### config.mk
export PLATFORM = sky130hd
export DESIGN_NAME = metering_filter_energy_config
export DESIGN_NICKNAME = d
export VERILOG_FILES = /design/src/core/metering_cfg_pkg.sv /design/src/core/metering_filter_energy_config.sv
export SDC_FILE = /design/constraint.sdc
export NUM_CORES = 1
export LEC_CHECK = 0
export ABC_CLOCK_PERIOD_IN_PS = 7300
export BUFFER_PORTS_ARGS = -buffer_cell sky130_fd_sc_hd__buf_2
export CAP_MARGIN = 20
export CORE_MARGIN = 2
export CORE_UTILIZATION = 60
export CTS_CLUSTER_SIZE = 14
export DETAILED_ROUTE_END_ITERATION = 10
export GPL_ROUTABILITY_DRIVEN = 0
export PLACE_DENSITY = 0.88
export SYNTH_ARGS = -nofsm -noshare
export SYNTH_HDL_FRONTEND = slang
export SYNTH_SLANG_ARGS = --single-unit
### constraint.sdc
create_clock -name ref_clk_i -period 7.3 [get_ports ref_clk_i]
set_input_delay 0.73 -clock ref_clk_i [delete_from_list [all_inputs] [get_ports ref_clk_i]]
set_output_delay 0.73 -clock ref_clk_i [all_outputs]
set_load 0.05 [all_outputs]
### src/core/metering_cfg_pkg.sv
// constants and carrier types for the filter and energy configuration registers
package metering_cfg_pkg;

  ////////////////////////////////////////////////////////////////////////////////
  // register map
  localparam logic [11:0] ADDR_FILTER_PERIOD_CONFIG = 12'h4af;
  localparam logic [11:0] ADDR_ENERGY_POWER_CONFIG  = 12'h4b0;
  localparam logic [11:0] ADDR_ENERGY_BASE          = 12'h4c0;
  localparam int          NUM_ENERGY                = 6;
  localparam int          ENERGY_W                  = 32;
  localparam int          PERIOD_W                  = 32;
  localparam int          DATA_W                    = 32;
  localparam int          NUM_PHASE                 = 3;

  // energy register order behind ADDR_ENERGY_BASE
  localparam int IDX_ACTIVE_TOTAL   = 0;
  localparam int IDX_REACTIVE_TOTAL = 1;
  localparam int IDX_APPARENT_TOTAL = 2;
  localparam int IDX_ACTIVE_FUND    = 3;
  localparam int IDX_REACTIVE_FUND  = 4;
  localparam int IDX_APPARENT_FUND  = 5;

  ////////////////////////////////////////////////////////////////////////////////
  // field positions
  localparam int USER_PERIOD_SEL_BIT = 12;
  localparam int HPF_CORNER_LSB      = 9;
  localparam int NOLOAD_LSB          = 13;
  localparam int SIGN_REACTIVE_BIT   = 7;
  localparam int SIGN_ACTIVE_BIT     = 6;
  localparam int CLEAR_ON_READ_BIT   = 5;
  localparam int OVERWRITE_BIT       = 4;

  // reset values and codes
  localparam logic [2:0]  HPF_CORNER_RST      = 3'h6;
  localparam logic [2:0]  NOLOAD_RST          = 3'h0;
  localparam logic [2:0]  NOLOAD_OFF_CODE     = 3'h7;
  localparam logic [12:0] NOLOAD_BASE_SAMPLES = 13'h0040;

  ////////////////////////////////////////////////////////////////////////////////
  // carriers
  typedef struct packed {
    logic              rd;
    logic              wr;
    logic [11:0]       addr;
    logic [DATA_W-1:0] wdata;
  } host_req_s;

  typedef struct packed {
    logic [NUM_PHASE-1:0] total_active;
    logic [NUM_PHASE-1:0] fund_active;
    logic [NUM_PHASE-1:0] total_reactive;
    logic [NUM_PHASE-1:0] fund_reactive;
  } phase_sign_s;

endpackage

### src/core/metering_filter_energy_config.sv
// filter, period and energy configuration registers with energy user registers
// How it works
// - user-period bit picks user or phase period
// - three-bit corner code, reset 6, when enabled
// - no-load window 64..4096 samples, code 7 off
// - bit 7 picks reactive reverse-flag sign source
// - bit 6 picks active reverse-flag sign source
// - clear-on-read zeroes each read energy register
// - overwrite bit clear adds internal energy in
// - overwrite bit set replaces on energy-ready event
`timescale 1ns/1ps
module metering_filter_energy_config (
  // clock and reset
  input  wire logic                                         ref_clk_i,
  input  wire logic                                         nrst_i,
  // host register port
  input  wire metering_cfg_pkg::host_req_s                  host_req_i,
  output logic [metering_cfg_pkg::DATA_W-1:0]               reg_rdata_o,
  // line period sources
  input  wire logic [metering_cfg_pkg::PERIOD_W-1:0]        user_period_i,
  input  wire logic [metering_cfg_pkg::NUM_PHASE-1:0][metering_cfg_pkg::PERIOD_W-1:0]
                                                            phase_period_i,
  input  wire logic [1:0]                                   line_period_source_i,
  output logic [metering_cfg_pkg::PERIOD_W-1:0]             line_period_o,
  // high-pass filter
  input  wire logic                                         highpass_disable_i,
  output logic [2:0]                                        highpass_corner_code_o,
  output logic                                              highpass_en_o,
  // no-load window
  output logic [12:0]                                       noload_samples_o,
  output logic                                              noload_off_o,
  // reverse-power flags
  input  wire metering_cfg_pkg::phase_sign_s                power_sign_i,
  output logic [metering_cfg_pkg::NUM_PHASE-1:0]            active_reverse_flag_o,
  output logic [metering_cfg_pkg::NUM_PHASE-1:0]            reactive_reverse_flag_o,
  // energy accumulation
  input  wire logic                                         energy_ready_event_i,
  input  wire logic [metering_cfg_pkg::NUM_ENERGY-1:0][metering_cfg_pkg::ENERGY_W-1:0]
                                                            energy_internal_i
);
  import metering_cfg_pkg::*;

  typedef struct packed {
    logic                                 user_period_select;
    logic [2:0]                           highpass_corner_code;
    logic [2:0]                           noload_window_code;
    logic [1:0]                           power_sign_source;
    logic                                 clear_on_read;
    logic                                 energy_overwrite_mode;
    logic [NUM_ENERGY-1:0][ENERGY_W-1:0]  energy;
    logic [DATA_W-1:0]                    rdata;
    logic [PERIOD_W-1:0]                  line_period;
    logic                                 hpf_en;
    logic [12:0]                          noload_samples;
    logic                                 noload_off;
    logic [NUM_PHASE-1:0]                 act_rev;
    logic [NUM_PHASE-1:0]                 react_rev;
  } state_s;

  state_s                               state;
  state_s                               next_state;
  logic [NUM_ENERGY-1:0]                rd_hit;
  logic [NUM_ENERGY-1:0][ENERGY_W-1:0]  energy_next;
  logic [PERIOD_W-1:0]                  phase_period_sel;
  logic [2:0]                           energy_idx;

  ////////////////////////////////////////////////////////////////////////////////
  // per-register energy update
  genvar gi;
  generate
    for (gi = 0; gi < NUM_ENERGY; gi++) begin : g_energy
      logic [ENERGY_W-1:0] base;
      assign rd_hit[gi] = host_req_i.rd && (host_req_i.addr == ADDR_ENERGY_BASE + 12'(gi));
      // read resets register
      // the read still returns the old value; accumulation restarts from zero
      assign base = (rd_hit[gi] && state.clear_on_read) ? '0 : state.energy[gi];
      // overwrite when set
      // a same-cycle ready event is never lost against a clearing read
      assign energy_next[gi] = !energy_ready_event_i     ? base :
                               state.energy_overwrite_mode ? energy_internal_i[gi] :
                               base + energy_internal_i[gi];
    end
  endgenerate

  // line period source code 3 has no phase behind it and falls back to phase a
  always_comb begin
    case (line_period_source_i)
      2'h1:    phase_period_sel = phase_period_i[1];
      2'h2:    phase_period_sel = phase_period_i[2];
      default: phase_period_sel = phase_period_i[0];
    endcase
  end

  assign energy_idx = 3'(host_req_i.addr - ADDR_ENERGY_BASE);

  ////////////////////////////////////////////////////////////////////////////////
  // next state
  always_comb begin
    next_state        = state;
    next_state.energy = energy_next;
    if (host_req_i.wr) begin
      case (host_req_i.addr)
        ADDR_FILTER_PERIOD_CONFIG: begin
          next_state.user_period_select   = host_req_i.wdata[USER_PERIOD_SEL_BIT];
          next_state.highpass_corner_code = host_req_i.wdata[HPF_CORNER_LSB +: 3];
        end
        ADDR_ENERGY_POWER_CONFIG: begin
          next_state.noload_window_code    = host_req_i.wdata[NOLOAD_LSB +: 3];
          next_state.power_sign_source     = host_req_i.wdata[SIGN_REACTIVE_BIT -: 2];
          next_state.clear_on_read         = host_req_i.wdata[CLEAR_ON_READ_BIT];
          next_state.energy_overwrite_mode = host_req_i.wdata[OVERWRITE_BIT];
        end
        default: ;
      endcase
    end
    if (host_req_i.rd) begin
      next_state.rdata = '0;
      case (host_req_i.addr)
        ADDR_FILTER_PERIOD_CONFIG: begin
          next_state.rdata[USER_PERIOD_SEL_BIT]   = state.user_period_select;
          next_state.rdata[HPF_CORNER_LSB +: 3]   = state.highpass_corner_code;
        end
        ADDR_ENERGY_POWER_CONFIG: begin
          next_state.rdata[NOLOAD_LSB +: 3]        = state.noload_window_code;
          next_state.rdata[SIGN_REACTIVE_BIT -: 2] = state.power_sign_source;
          next_state.rdata[CLEAR_ON_READ_BIT]      = state.clear_on_read;
          next_state.rdata[OVERWRITE_BIT]          = state.energy_overwrite_mode;
        end
        default: begin
          if (|rd_hit) begin
            next_state.rdata = state.energy[energy_idx];
          end
        end
      endcase
    end
    next_state.line_period = state.user_period_select ? user_period_i : phase_period_sel;
    next_state.hpf_en = !highpass_disable_i;
    if (state.noload_window_code == NOLOAD_OFF_CODE) begin
      next_state.noload_samples = '0;
      next_state.noload_off     = 1'b1;
    end else begin
      next_state.noload_samples = NOLOAD_BASE_SAMPLES << state.noload_window_code;
      next_state.noload_off     = 1'b0;
    end
    next_state.act_rev   = state.power_sign_source[0] ? power_sign_i.fund_active :
                                                        power_sign_i.total_active;
    next_state.react_rev = state.power_sign_source[1] ? power_sign_i.fund_reactive :
                                                        power_sign_i.total_reactive;
    if (!nrst_i) begin
      next_state                      = '0;
      next_state.highpass_corner_code = HPF_CORNER_RST;
      next_state.noload_window_code   = NOLOAD_RST;
    end
  end

  always_ff @(posedge ref_clk_i) begin
    state <= next_state;
  end

  ////////////////////////////////////////////////////////////////////////////////
  // outputs
  assign reg_rdata_o             = state.rdata;
  assign line_period_o           = state.line_period;
  assign highpass_corner_code_o  = state.highpass_corner_code;
  assign highpass_en_o           = state.hpf_en;
  assign noload_samples_o        = state.noload_samples;
  assign noload_off_o            = state.noload_off;
  assign active_reverse_flag_o   = state.act_rev;
  assign reactive_reverse_flag_o = state.react_rev;
endmodule

* Yosys cells after proc, flatten, opt, wreduce, memory -nomap -nowiden
Cells that the tools add are included.
** Storage, ports and cells
- Register bits after elaboration :: 288
- Latch bits :: 0
- Memory bits (writable) :: 0
- Bits in read-only memories :: 0
- Output and inout bits :: 88
- Word-level logic and storage cells :: 90
- Memories :: 0
** Cells by class
- Add/subtract/negate cells :: 7
- Multipliers :: 0
- Div/mod/pow operators :: 0
- $lt $le $gt $ge :: 1
- Eq/ne operators :: 11
- Shift-type cells :: 1
- Muxes and demuxes :: 32
- Bitwise gates (word level) :: 1
- Reductions and logical operators :: 18
** Operators by type and width (count)
- 32-bit two-way mux :: 21
- 32-bit adder :: 6
- 32-bit binary-select mux with 3-bit select :: 1
- 12-bit by 11-bit equality test with 1-bit output, second input constant :: 8
- 32-bit one-hot mux with 2 select lines :: 1
- 16-bit two-way mux :: 1
- 4-bit one-hot mux with 2 select lines :: 2
- 7-bit by 3-bit left shift with 13-bit output, first input constant :: 1
- 1-bit logical AND :: 12
- 3-bit two-way mux :: 2
- 3-bit one-hot mux with 2 select lines :: 1
- 6-bit OR reduction :: 1
- 3-bit by 4-bit < comparator with 1-bit output, second input constant :: 1
- 4-bit two-way mux :: 1
- 2-bit AND reduction :: 2
- 2-bit OR reduction :: 2
- 3-bit equality test, second input constant :: 1
- 3-bit by 1-bit subtractor with 3-bit output, second input constant :: 1
- 2-bit by 1-bit equality test with 1-bit output, second input constant :: 1
- 2-bit equality test, second input constant :: 1
- 1-bit two-way mux :: 2
- 1-bit logical NOT :: 1
- 1-bit NOT :: 1

* Logic depth before layout (Yosys ltp)
Gate-level depths: netlist of run 1.
- Word-level depth :: 7
- Depth in mapped cells :: 19

* Least setup slack after synthesis of run 1
Ideal clock, no wire load.
- Kind :: input -> register
- Start point :: in host_req_i[35] (netlist name)
- End point :: reg state[275] (netlist name)
- Setup time :: 0.059 ns
- Arrival time :: 4.812 ns
- Data required time :: 7.241 ns
- Slack :: 2.428 ns
- Stages on the path :: 18
- Buffers on the path :: 1
- Cells stage by stage :: nor4b_1 -> and4_1 -> nor2b_1 -> nand3_1 -> clkbuf_1 -> and2_1 -> ha_1 -> fa_1 -> a211oi_1 -> o21bai_1 -> a31oi_1 -> a21oi_2 -> o31ai_1 -> a2111oi_2 -> o21ai_0 -> mux2_2 -> o21ai_0 -> a22o_1
** On the way
- Longest elaborated chain between the ends :: 7
** RTL lines
- start: declaration :: line metering_filter_energy_config.sv:17 : input wire metering_cfg_pkg::host_req_s host_req_i,
- 12-bit by 11-bit equality test with 1-bit output * :: line metering_filter_energy_config.sv:73 : assign rd_hit[gi] = host_req_i.rd && (host_req_i.addr == ADDR_ENERGY_BASE + 12'(gi));
- 1-bit logical AND * :: line metering_filter_energy_config.sv:73
- 1-bit logical AND * :: line metering_filter_energy_config.sv:76 : assign base = (rd_hit[gi] && state.clear_on_read) ? '0 : state.energy[gi];
- 32-bit two-way mux * :: line metering_filter_energy_config.sv:76
- 32-bit adder :: line metering_filter_energy_config.sv:81 : base + energy_internal_i[gi];
- 32-bit two-way mux :: line metering_filter_energy_config.sv:80 : state.energy_overwrite_mode ? energy_internal_i[gi] :
- 32-bit two-way mux * :: line metering_filter_energy_config.sv:79 : assign energy_next[gi] = !energy_ready_event_i ? base :
- end signal: assignment :: line metering_filter_energy_config.sv:157 : state <= next_state;
- end: declaration :: line metering_filter_energy_config.sv:60 : state_s state;
Mark *: on every way between the ends. The rest lies on a longest branch, timed or not.
A chain may end at the register's enable or synchronous reset.

* Worst setup path in the final report of run 1
Same ends and word-level chain as after synthesis.

==> results.cfg, run 1 <==
[sta]
whs_ns = 0.3310
fin_crit_sh = 0.7741
slew_headroom = 0.3197
timing.fmax_ghz = 0.1770
final-max-slew-violation-count = 0
hold_viol = 0
rsz0062_at_grt = no
period_needed_ns = 5.651
tightest_slew_ns = 1.020
setup_tns_ns = 0
setup_viol = 0
finClkSkew_ns = 0.02619

[clock_tree]
cts_tree = done
cts_buffers = 36
clk_pin_slew_worst_paths_ns = 0.06
clock-sinks = 282
worstSkewPairLatency_ns = 0.57
cts.hold.buffers_added = 0
clockBufferDepth = 3
cts.repair.resized = 0
cts_root_buf = clkbuf_16
cts.htree.levels = 2
postCtsSetupRepairBufs = 0

[logic_synthesis]
async_reset_ff_frac = 0
synth-edff-count = 0
ys.flop_type = dfxtp_1
synth_area_leaders = dfxtp_1 23%, ha_1 9.7%, a21oi_1 6.8%
synth_top_area_cell = dfxtp_1
seq_area_frac_synth = 0.2323
synth_common_cells = 379 x nor2_1, 329 x a21oi_1, 282 x dfxtp_1
ys_types = 89
syn_area_um2 = 24300
ys_ff_latch = 282
yosysMostFrequentCell = nor2_1
synth_cells = 3150
syn_area_per_cell_um2 = 7.715
synth_top_area_frac = 0.2323
ys.warnings.count = 0

[power]
p_clk_frac = 0.308
ir_drop_mv = 0.1317
switchingPower_mw = 2.244
power.internal_mw = 3.856
p_per_area_nw_per_um2 = 223.0
p_leak_nw = 12.46
switching_share = 0.3678
seq_power_share = 0.301
combPwrFrac = 0.391

[hold_path]
hold_path_class = input pin to register
worstHoldStart = highpass_disable_i
whs_path_depth = 2
min_to = highpass_en_o$_SDFF_PN0_

[place]
dp_cells = 3878
place_hpwl_um = 62380
io_buffers = 444

[route]
first_iter_violations = 2745
drtAntennaViolNets = 0
wire_per_inst_um = 21.21
routed-via-count = 25440
dr.pass1.iters = 6
routed_wirelength_um = 83940
drt-vias-per-instance = 6.428
drc = 0

[global_route]
grt-ovfl-total = 0
antenna_found_initial = 18
grt_pass1_wl_um = 126000
grt_max_degree = 100
grt_usage = 0.3847
grt_pass1_vias = 23420

[floorplanning]
core-area_um2 = 39820
dieHeight_um = 205.3
io_pins = 472
std_cell_rows = 73
start_util = 0.6102
die_w_um = 205.3
die_area_um2 = 42130

[critical_path]
worst-setup-path-type = input pin to register
critPathArrivalTime_ns = 6.15
critPathCaptureType = register
worstReg2RegEnd = state[275]$_SDFF_PN0_
r2r_cells = 16
cp_max_fo = 14
r2r-start = state[278]$_SDFFE_PN0P_
critical_path_required_ns = 7.80
start_kind = input pin
rrSetupSlack_ns = 1.79

[flow_run]
maxCapViolCount = 0

[final_layout]
syn2layout_area_growth_pct = 12.58
nNetsFinal = 3971
stdcell_count = 3958
drive_gt1_frac = 0.1763

[status]
status = completed
## how the worst max path moves through the flow
| stage | startpoint | endpoint | slack, ns | cells past startpoint |
|---|---|---|---|---|
| 5_1_grt | host_req_i[35] | state[275]$_SDFF_PN0_ | 1.33 | 18 |
| 4_1_cts | host_req_i[35] | state[275]$_SDFF_PN0_ | 1.77 | 18 |
| 3_3_place_gp | host_req_i[35] | state[275]$_SDFF_PN0_ | 1.41 | 18 |
| 3_5_place_dp | host_req_i[35] | state[275]$_SDFF_PN0_ | 1.30 | 18 |
| 6_report | host_req_i[35] | state[275]$_SDFF_PN0_ | 1.65 | 18 |
| 2_1_floorplan | host_req_i[35] | state[275]$_SDFF_PN0_ | 2.43 | 18 |
## power groups by stage
stage	combinational, mW	clock (mW)	sequential [mW]
2_1_floorplan	1.81	0	1.80
3_3_place_gp	2.25	0	1.85
3_5_place_dp	2.30	0	1.85
4_1_cts	2.33	1.88	1.83
5_1_grt	2.61	1.95	1.85
6_report	2.38	1.88	1.84
## critical path: stages
cell and delay [ns]:
buf_2 0.12, nor4b_1 0.37, and4_1 0.44, nor2b_1 0.39, nand3_1 0.49, and2_1 0.38
ha_1 0.23, fa_1 0.46, a211oi_1 0.33, o21bai_1 0.17, a31oi_1 0.23, a21oi_2 0.14
o31ai_1 0.42, a2111oi_2 0.15, o21ai_0 0.30, mux2_2 0.38, o21ai_0 0.25, a22o_1 0.17
## through the flow
step                setup WS [ns]  power (mW)  cell area [µm²]  utilization
floorplan                   2.428       3.604            24320            -
global placement            1.405       4.102            26080       0.6549
detailed placement          1.299       4.158            26080       0.6549
CTS                         1.768       6.038            27310       0.6857
global route                1.326       6.404            27350       0.6868
finish                      1.649       6.100            27360       0.6870
## placed cells by master (no fill, tap or decap), types with 30 or more instances in the layout
cell type,count
buf_4,30
buf_2,442
mux4_2,33
nor2b_1,42
a21oi_1,328
inv_1,74
a21o_1,87
mux2i_1,78
o22ai_1,36
xnor2_1,72
a22oi_1,90
xor2_1,58
a211oi_1,79
a31oi_1,43
and2_1,205
nor3_1,35
nor2_1,378
o21ai_0,202
ha_1,187
nand2_1,165
nand3_1,52
dfxtp_1,280
clkbuf_16,37
## metal layers
layer | wire [µm] | up-vias | share of wire | global-route usage
met5 | 73 | - | 0.00087 | 0
met4 | 4229 | 12 | 0.050 | 0.1999
met3 | 11360 | 289 | 0.14 | 0.1025
met2 | 35360 | 1479 | 0.42 | 0.5744
met1 | 32920 | 11730 | 0.39 | 0.5085
li1 | - | 11940 | - | -
## cell families (layout without fill, tap and decap cells)
logic type | Yosys count | in the layout | synth area share
other cells | 1 | 19 | 0.0001543
fa+ha+maj | 194 | 194 | 0.1017
compound gates | 1088 | 1088 | 0.2887
simple gates | 990 | 990 | 0.1979
buf+inv | 350 | 615 | 0.06776
xor+xnor | 130 | 130 | 0.04685
mux | 115 | 115 | 0.06457
flops | 282 | 282 | 0.2323
## registers in the layout, indices dropped and copies added (netlist names)
name and cells:
active_reverse_flag_o 3, highpass_corner_code_o 3, highpass_en_o 1, line_period_o 32, noload_off_o 1, noload_samples_o 7
reactive_reverse_flag_o 3, reg_rdata_o 32, state 200
## layout make-up
cell class | count | area, µm²
clock inverter | 18 | 232.7
sequential | 282 | 5650
multi-input combinational | 2523 | 17040
clock buffer | 47 | 993.5
timing repair buffer | 474 | 2460
antenna | 13 | 32.53
fill | 3296 | 12470
tap | 525 | 656.9
inverter | 76 | 287.8
Power figures use the tool's default switching activity.
==> run 2: changes to the inputs <==
--- a/config.mk
+++ b/config.mk
@@ -5,15 +5,16 @@
 export SDC_FILE = /design/constraint.sdc
 export NUM_CORES = 1
 export LEC_CHECK = 0
-export ABC_CLOCK_PERIOD_IN_PS = 7300
+export ABC_AREA = 1
+export ABC_CLOCK_PERIOD_IN_PS = 5100
 export BUFFER_PORTS_ARGS = -buffer_cell sky130_fd_sc_hd__buf_2
 export CAP_MARGIN = 20
 export CORE_MARGIN = 2
-export CORE_UTILIZATION = 60
+export CORE_UTILIZATION = 53
 export CTS_CLUSTER_SIZE = 14
 export DETAILED_ROUTE_END_ITERATION = 10
 export GPL_ROUTABILITY_DRIVEN = 0
-export PLACE_DENSITY = 0.88
+export PLACE_DENSITY = 0.81
 export SYNTH_ARGS = -nofsm -noshare
 export SYNTH_HDL_FRONTEND = slang
 export SYNTH_SLANG_ARGS = --single-unit
==> constraint.sdc (replaced) <==
create_clock -name ref_clk_i -period 5.1 [get_ports ref_clk_i]
set_input_delay 0.51 -clock ref_clk_i [delete_from_list [all_inputs] [get_ports ref_clk_i]]
set_output_delay 0.51 -clock ref_clk_i [all_outputs]
set_load 0.05 [all_outputs]
==> results.cfg, run 2 <==
[logic_synthesis]
async_reset_ff_frac = 0
synth_cells = 5217
synth-edff-count = 0
syn_area_um2 = 29230
ys_ff_latch = 282
seq_area_frac_synth = 0.1931
ys.warnings.count = 0
synth_common_cells = 1715 x nand2_1, 794 x inv_1, 631 x nor2_1
synth_top_area_frac = 0.2202
yosysMostFrequentCell = nand2_1
ys.flop_type = dfxtp_1
ys_types = 42
synth_top_area_cell = nand2_1
syn_area_per_cell_um2 = 5.603
synth_area_leaders = nand2_1 22%, dfxtp_1 19%, inv_1 10%

[global_route]
grt_max_degree = 161
grt_pass1_vias = 30210
grt_usage = 0.3680
grt-ovfl-total = 0
grt_pass1_wl_um = 163400
antenna_found_initial = 14

[hold_path]
whs_path_depth = 2
hold_path_class = input pin to register
worstHoldStart = highpass_disable_i
min_to = highpass_en_o$_SDFF_PN0_

[final_layout]
fill_cells = 5491
multi_input_area_um2 = 19160
stdcell_count = 6205
fin_area_um2 = 32620
post-route-util = 0.5956
top_register = state
final_common_cell = nand2_1
nNetsFinal = 6039
drive_gt1_frac = 0.1038
ff_latch_area_um2 = 5649
final_cell_mix = 1715 x nand2_1, 792 x inv_1, 631 x nor2_1, 472 x a21oi_1, 443 x buf_2
syn2layout_area_growth_pct = 11.60
largest_reg_flops = 200

[sta]
rsz0062_at_grt = no
timing.fmax_ghz = 0.2818
period_needed_ns = 3.548
setup_viol = 0
slew_headroom = 0.3134
finClkSkew_ns = 0.01085
hold_viol = 0
tightest_slew_ns = 1.030
whs_ns = 0.08066
setup_tns_ns = 0
final-max-slew-violation-count = 0
fin_crit_sh = 0.6957
fin_ws_ns = 1.552

[floorplanning]
die_w_um = 238.8
die_area_um2 = 57050
io_pins = 472
std_cell_rows = 86
start_util = 0.5337
dieHeight_um = 238.8
core-area_um2 = 54770

[critical_path]
critical_path_required_ns = 5.55
start_kind = register
critPathCaptureType = register
r2r-start = state[278]$_SDFFE_PN0P_
cp_max_fo = 30
critPathArrivalTime_ns = 3.99
worstReg2RegEnd = state[241]$_SDFF_PN0_
r2r_cells = 16
rrSetupSlack_ns = 1.55
worst-setup-path-type = register to register

[route]
drtAntennaViolNets = 0
dr.pass1.iters = 6
routed_wirelength_um = 109200
routed-via-count = 34070
drt-vias-per-instance = 5.490
drc = 0
first_iter_violations = 3223
wire_per_inst_um = 17.60

[clock_tree]
postCtsSetupRepairBufs = 0
cts_root_buf = clkbuf_16
cts_buffers = 39
clockBufferDepth = 3
cts.hold.buffers_added = 0
cts.htree.levels = 2
cts.repair.resized = 0
clk_pin_slew_worst_paths_ns = 0.06
clock-sinks = 282
worstSkewPairLatency_ns = 0.58
cts_tree = done

[place]
io_buffers = 444
place_area_um2 = 31170
dp_cells = 6123
pre_cts_ws_ns = 1.069
place_hpwl_um = 84800

[status]
status = completed

[power]
p_leak_nw = 19.11
p_per_area_nw_per_um2 = 280.3
finalPower_mw = 9.144
ir_drop_mv = 0.2421

[flow_run]
maxCapViolCount = 0
run 2: changes by cell type after synthesis, sizes merged, moves of 75 or more:
cell | previous run | this run
a21o | 87 | 12
a21oi | 332 | 472
a22oi | 90 | 0
and2 | 205 | 11
inv | 75 | 802
nand2 | 165 | 1717
nand3 | 52 | 295
nor2 | 379 | 634
run 2: cell type report:
class,instances,area share
diodes,11,0.0008438
clock buffers,52,0.03452
flip-flops and latches,282,0.1732
repair buffers,472,0.07602
well taps,704,0.02700
inverters,802,0.09282
multi-input cells,3864,0.5875
clock inverters,18,0.008169
run 2: power by group:
group          leakage [nW]  switching (mW)  internal, mW
clock                 0.673            1.18          1.82
sequential             2.33           0.140          2.41
combinational          16.1            2.36          1.23
total                  19.1            3.68          5.47
run 2: cells by family after synthesis:
group	after synthesis	synth area share
buffers and inverters	1076	0.1520
adders and majority gates	194	0.08458
muxes	32	0.01096
AOI/OAI and AO/OA	804	0.1566
xor gates and xnor gates	90	0.02697
DFF	282	0.1931
and+or+nand+nor	2738	0.3757
other	1	0.0001283
run 2: layer usage:
layer	vias to the layer above	part of all wire	wire length (µm)	GRT usage
met1	15070	0.37	40840	0.4330
met3	385	0.10	11430	0.07148
li1	16880	-	-	-
met5	-	0.00036	39	0
met4	6	0.091	9975	0.2879
met2	1725	0.43	46950	0.5885
run 2: worst max path at each step:
stage / depth (start not counted) / from / endpoint
after floorplan: 21 / host_req_i[33] / state[113]$_SDFF_PN0_
after global placement: 19 / host_req_i[33] / state[137]$_SDFF_PN0_
after detailed placement: 21 / host_req_i[33] / state[177]$_SDFF_PN0_
after CTS: 18 / state[278]$_SDFFE_PN0P_ / state[239]$_SDFF_PN0_
after global routing: 18 / state[278]$_SDFFE_PN0P_ / state[239]$_SDFF_PN0_
final: 16 / state[278]$_SDFFE_PN0P_ / state[241]$_SDFF_PN0_
run 2: critical path, cell delays in order, from the launching register on:
cell,delay (ns)
dfxtp_1,0.57
inv_1,0.17
nor2_1,0.16
nand3_2,0.19
inv_2,0.52
nor2_1,0.13
ha_1,0.34
or2_2,0.31
and2_1,0.20
nand3_1,0.08
nand3b_1,0.20
nand2_1,0.18
nand2_1,0.06
nand2_1,0.06
nand3_1,0.06
nand2_1,0.09
a21oi_1,0.06
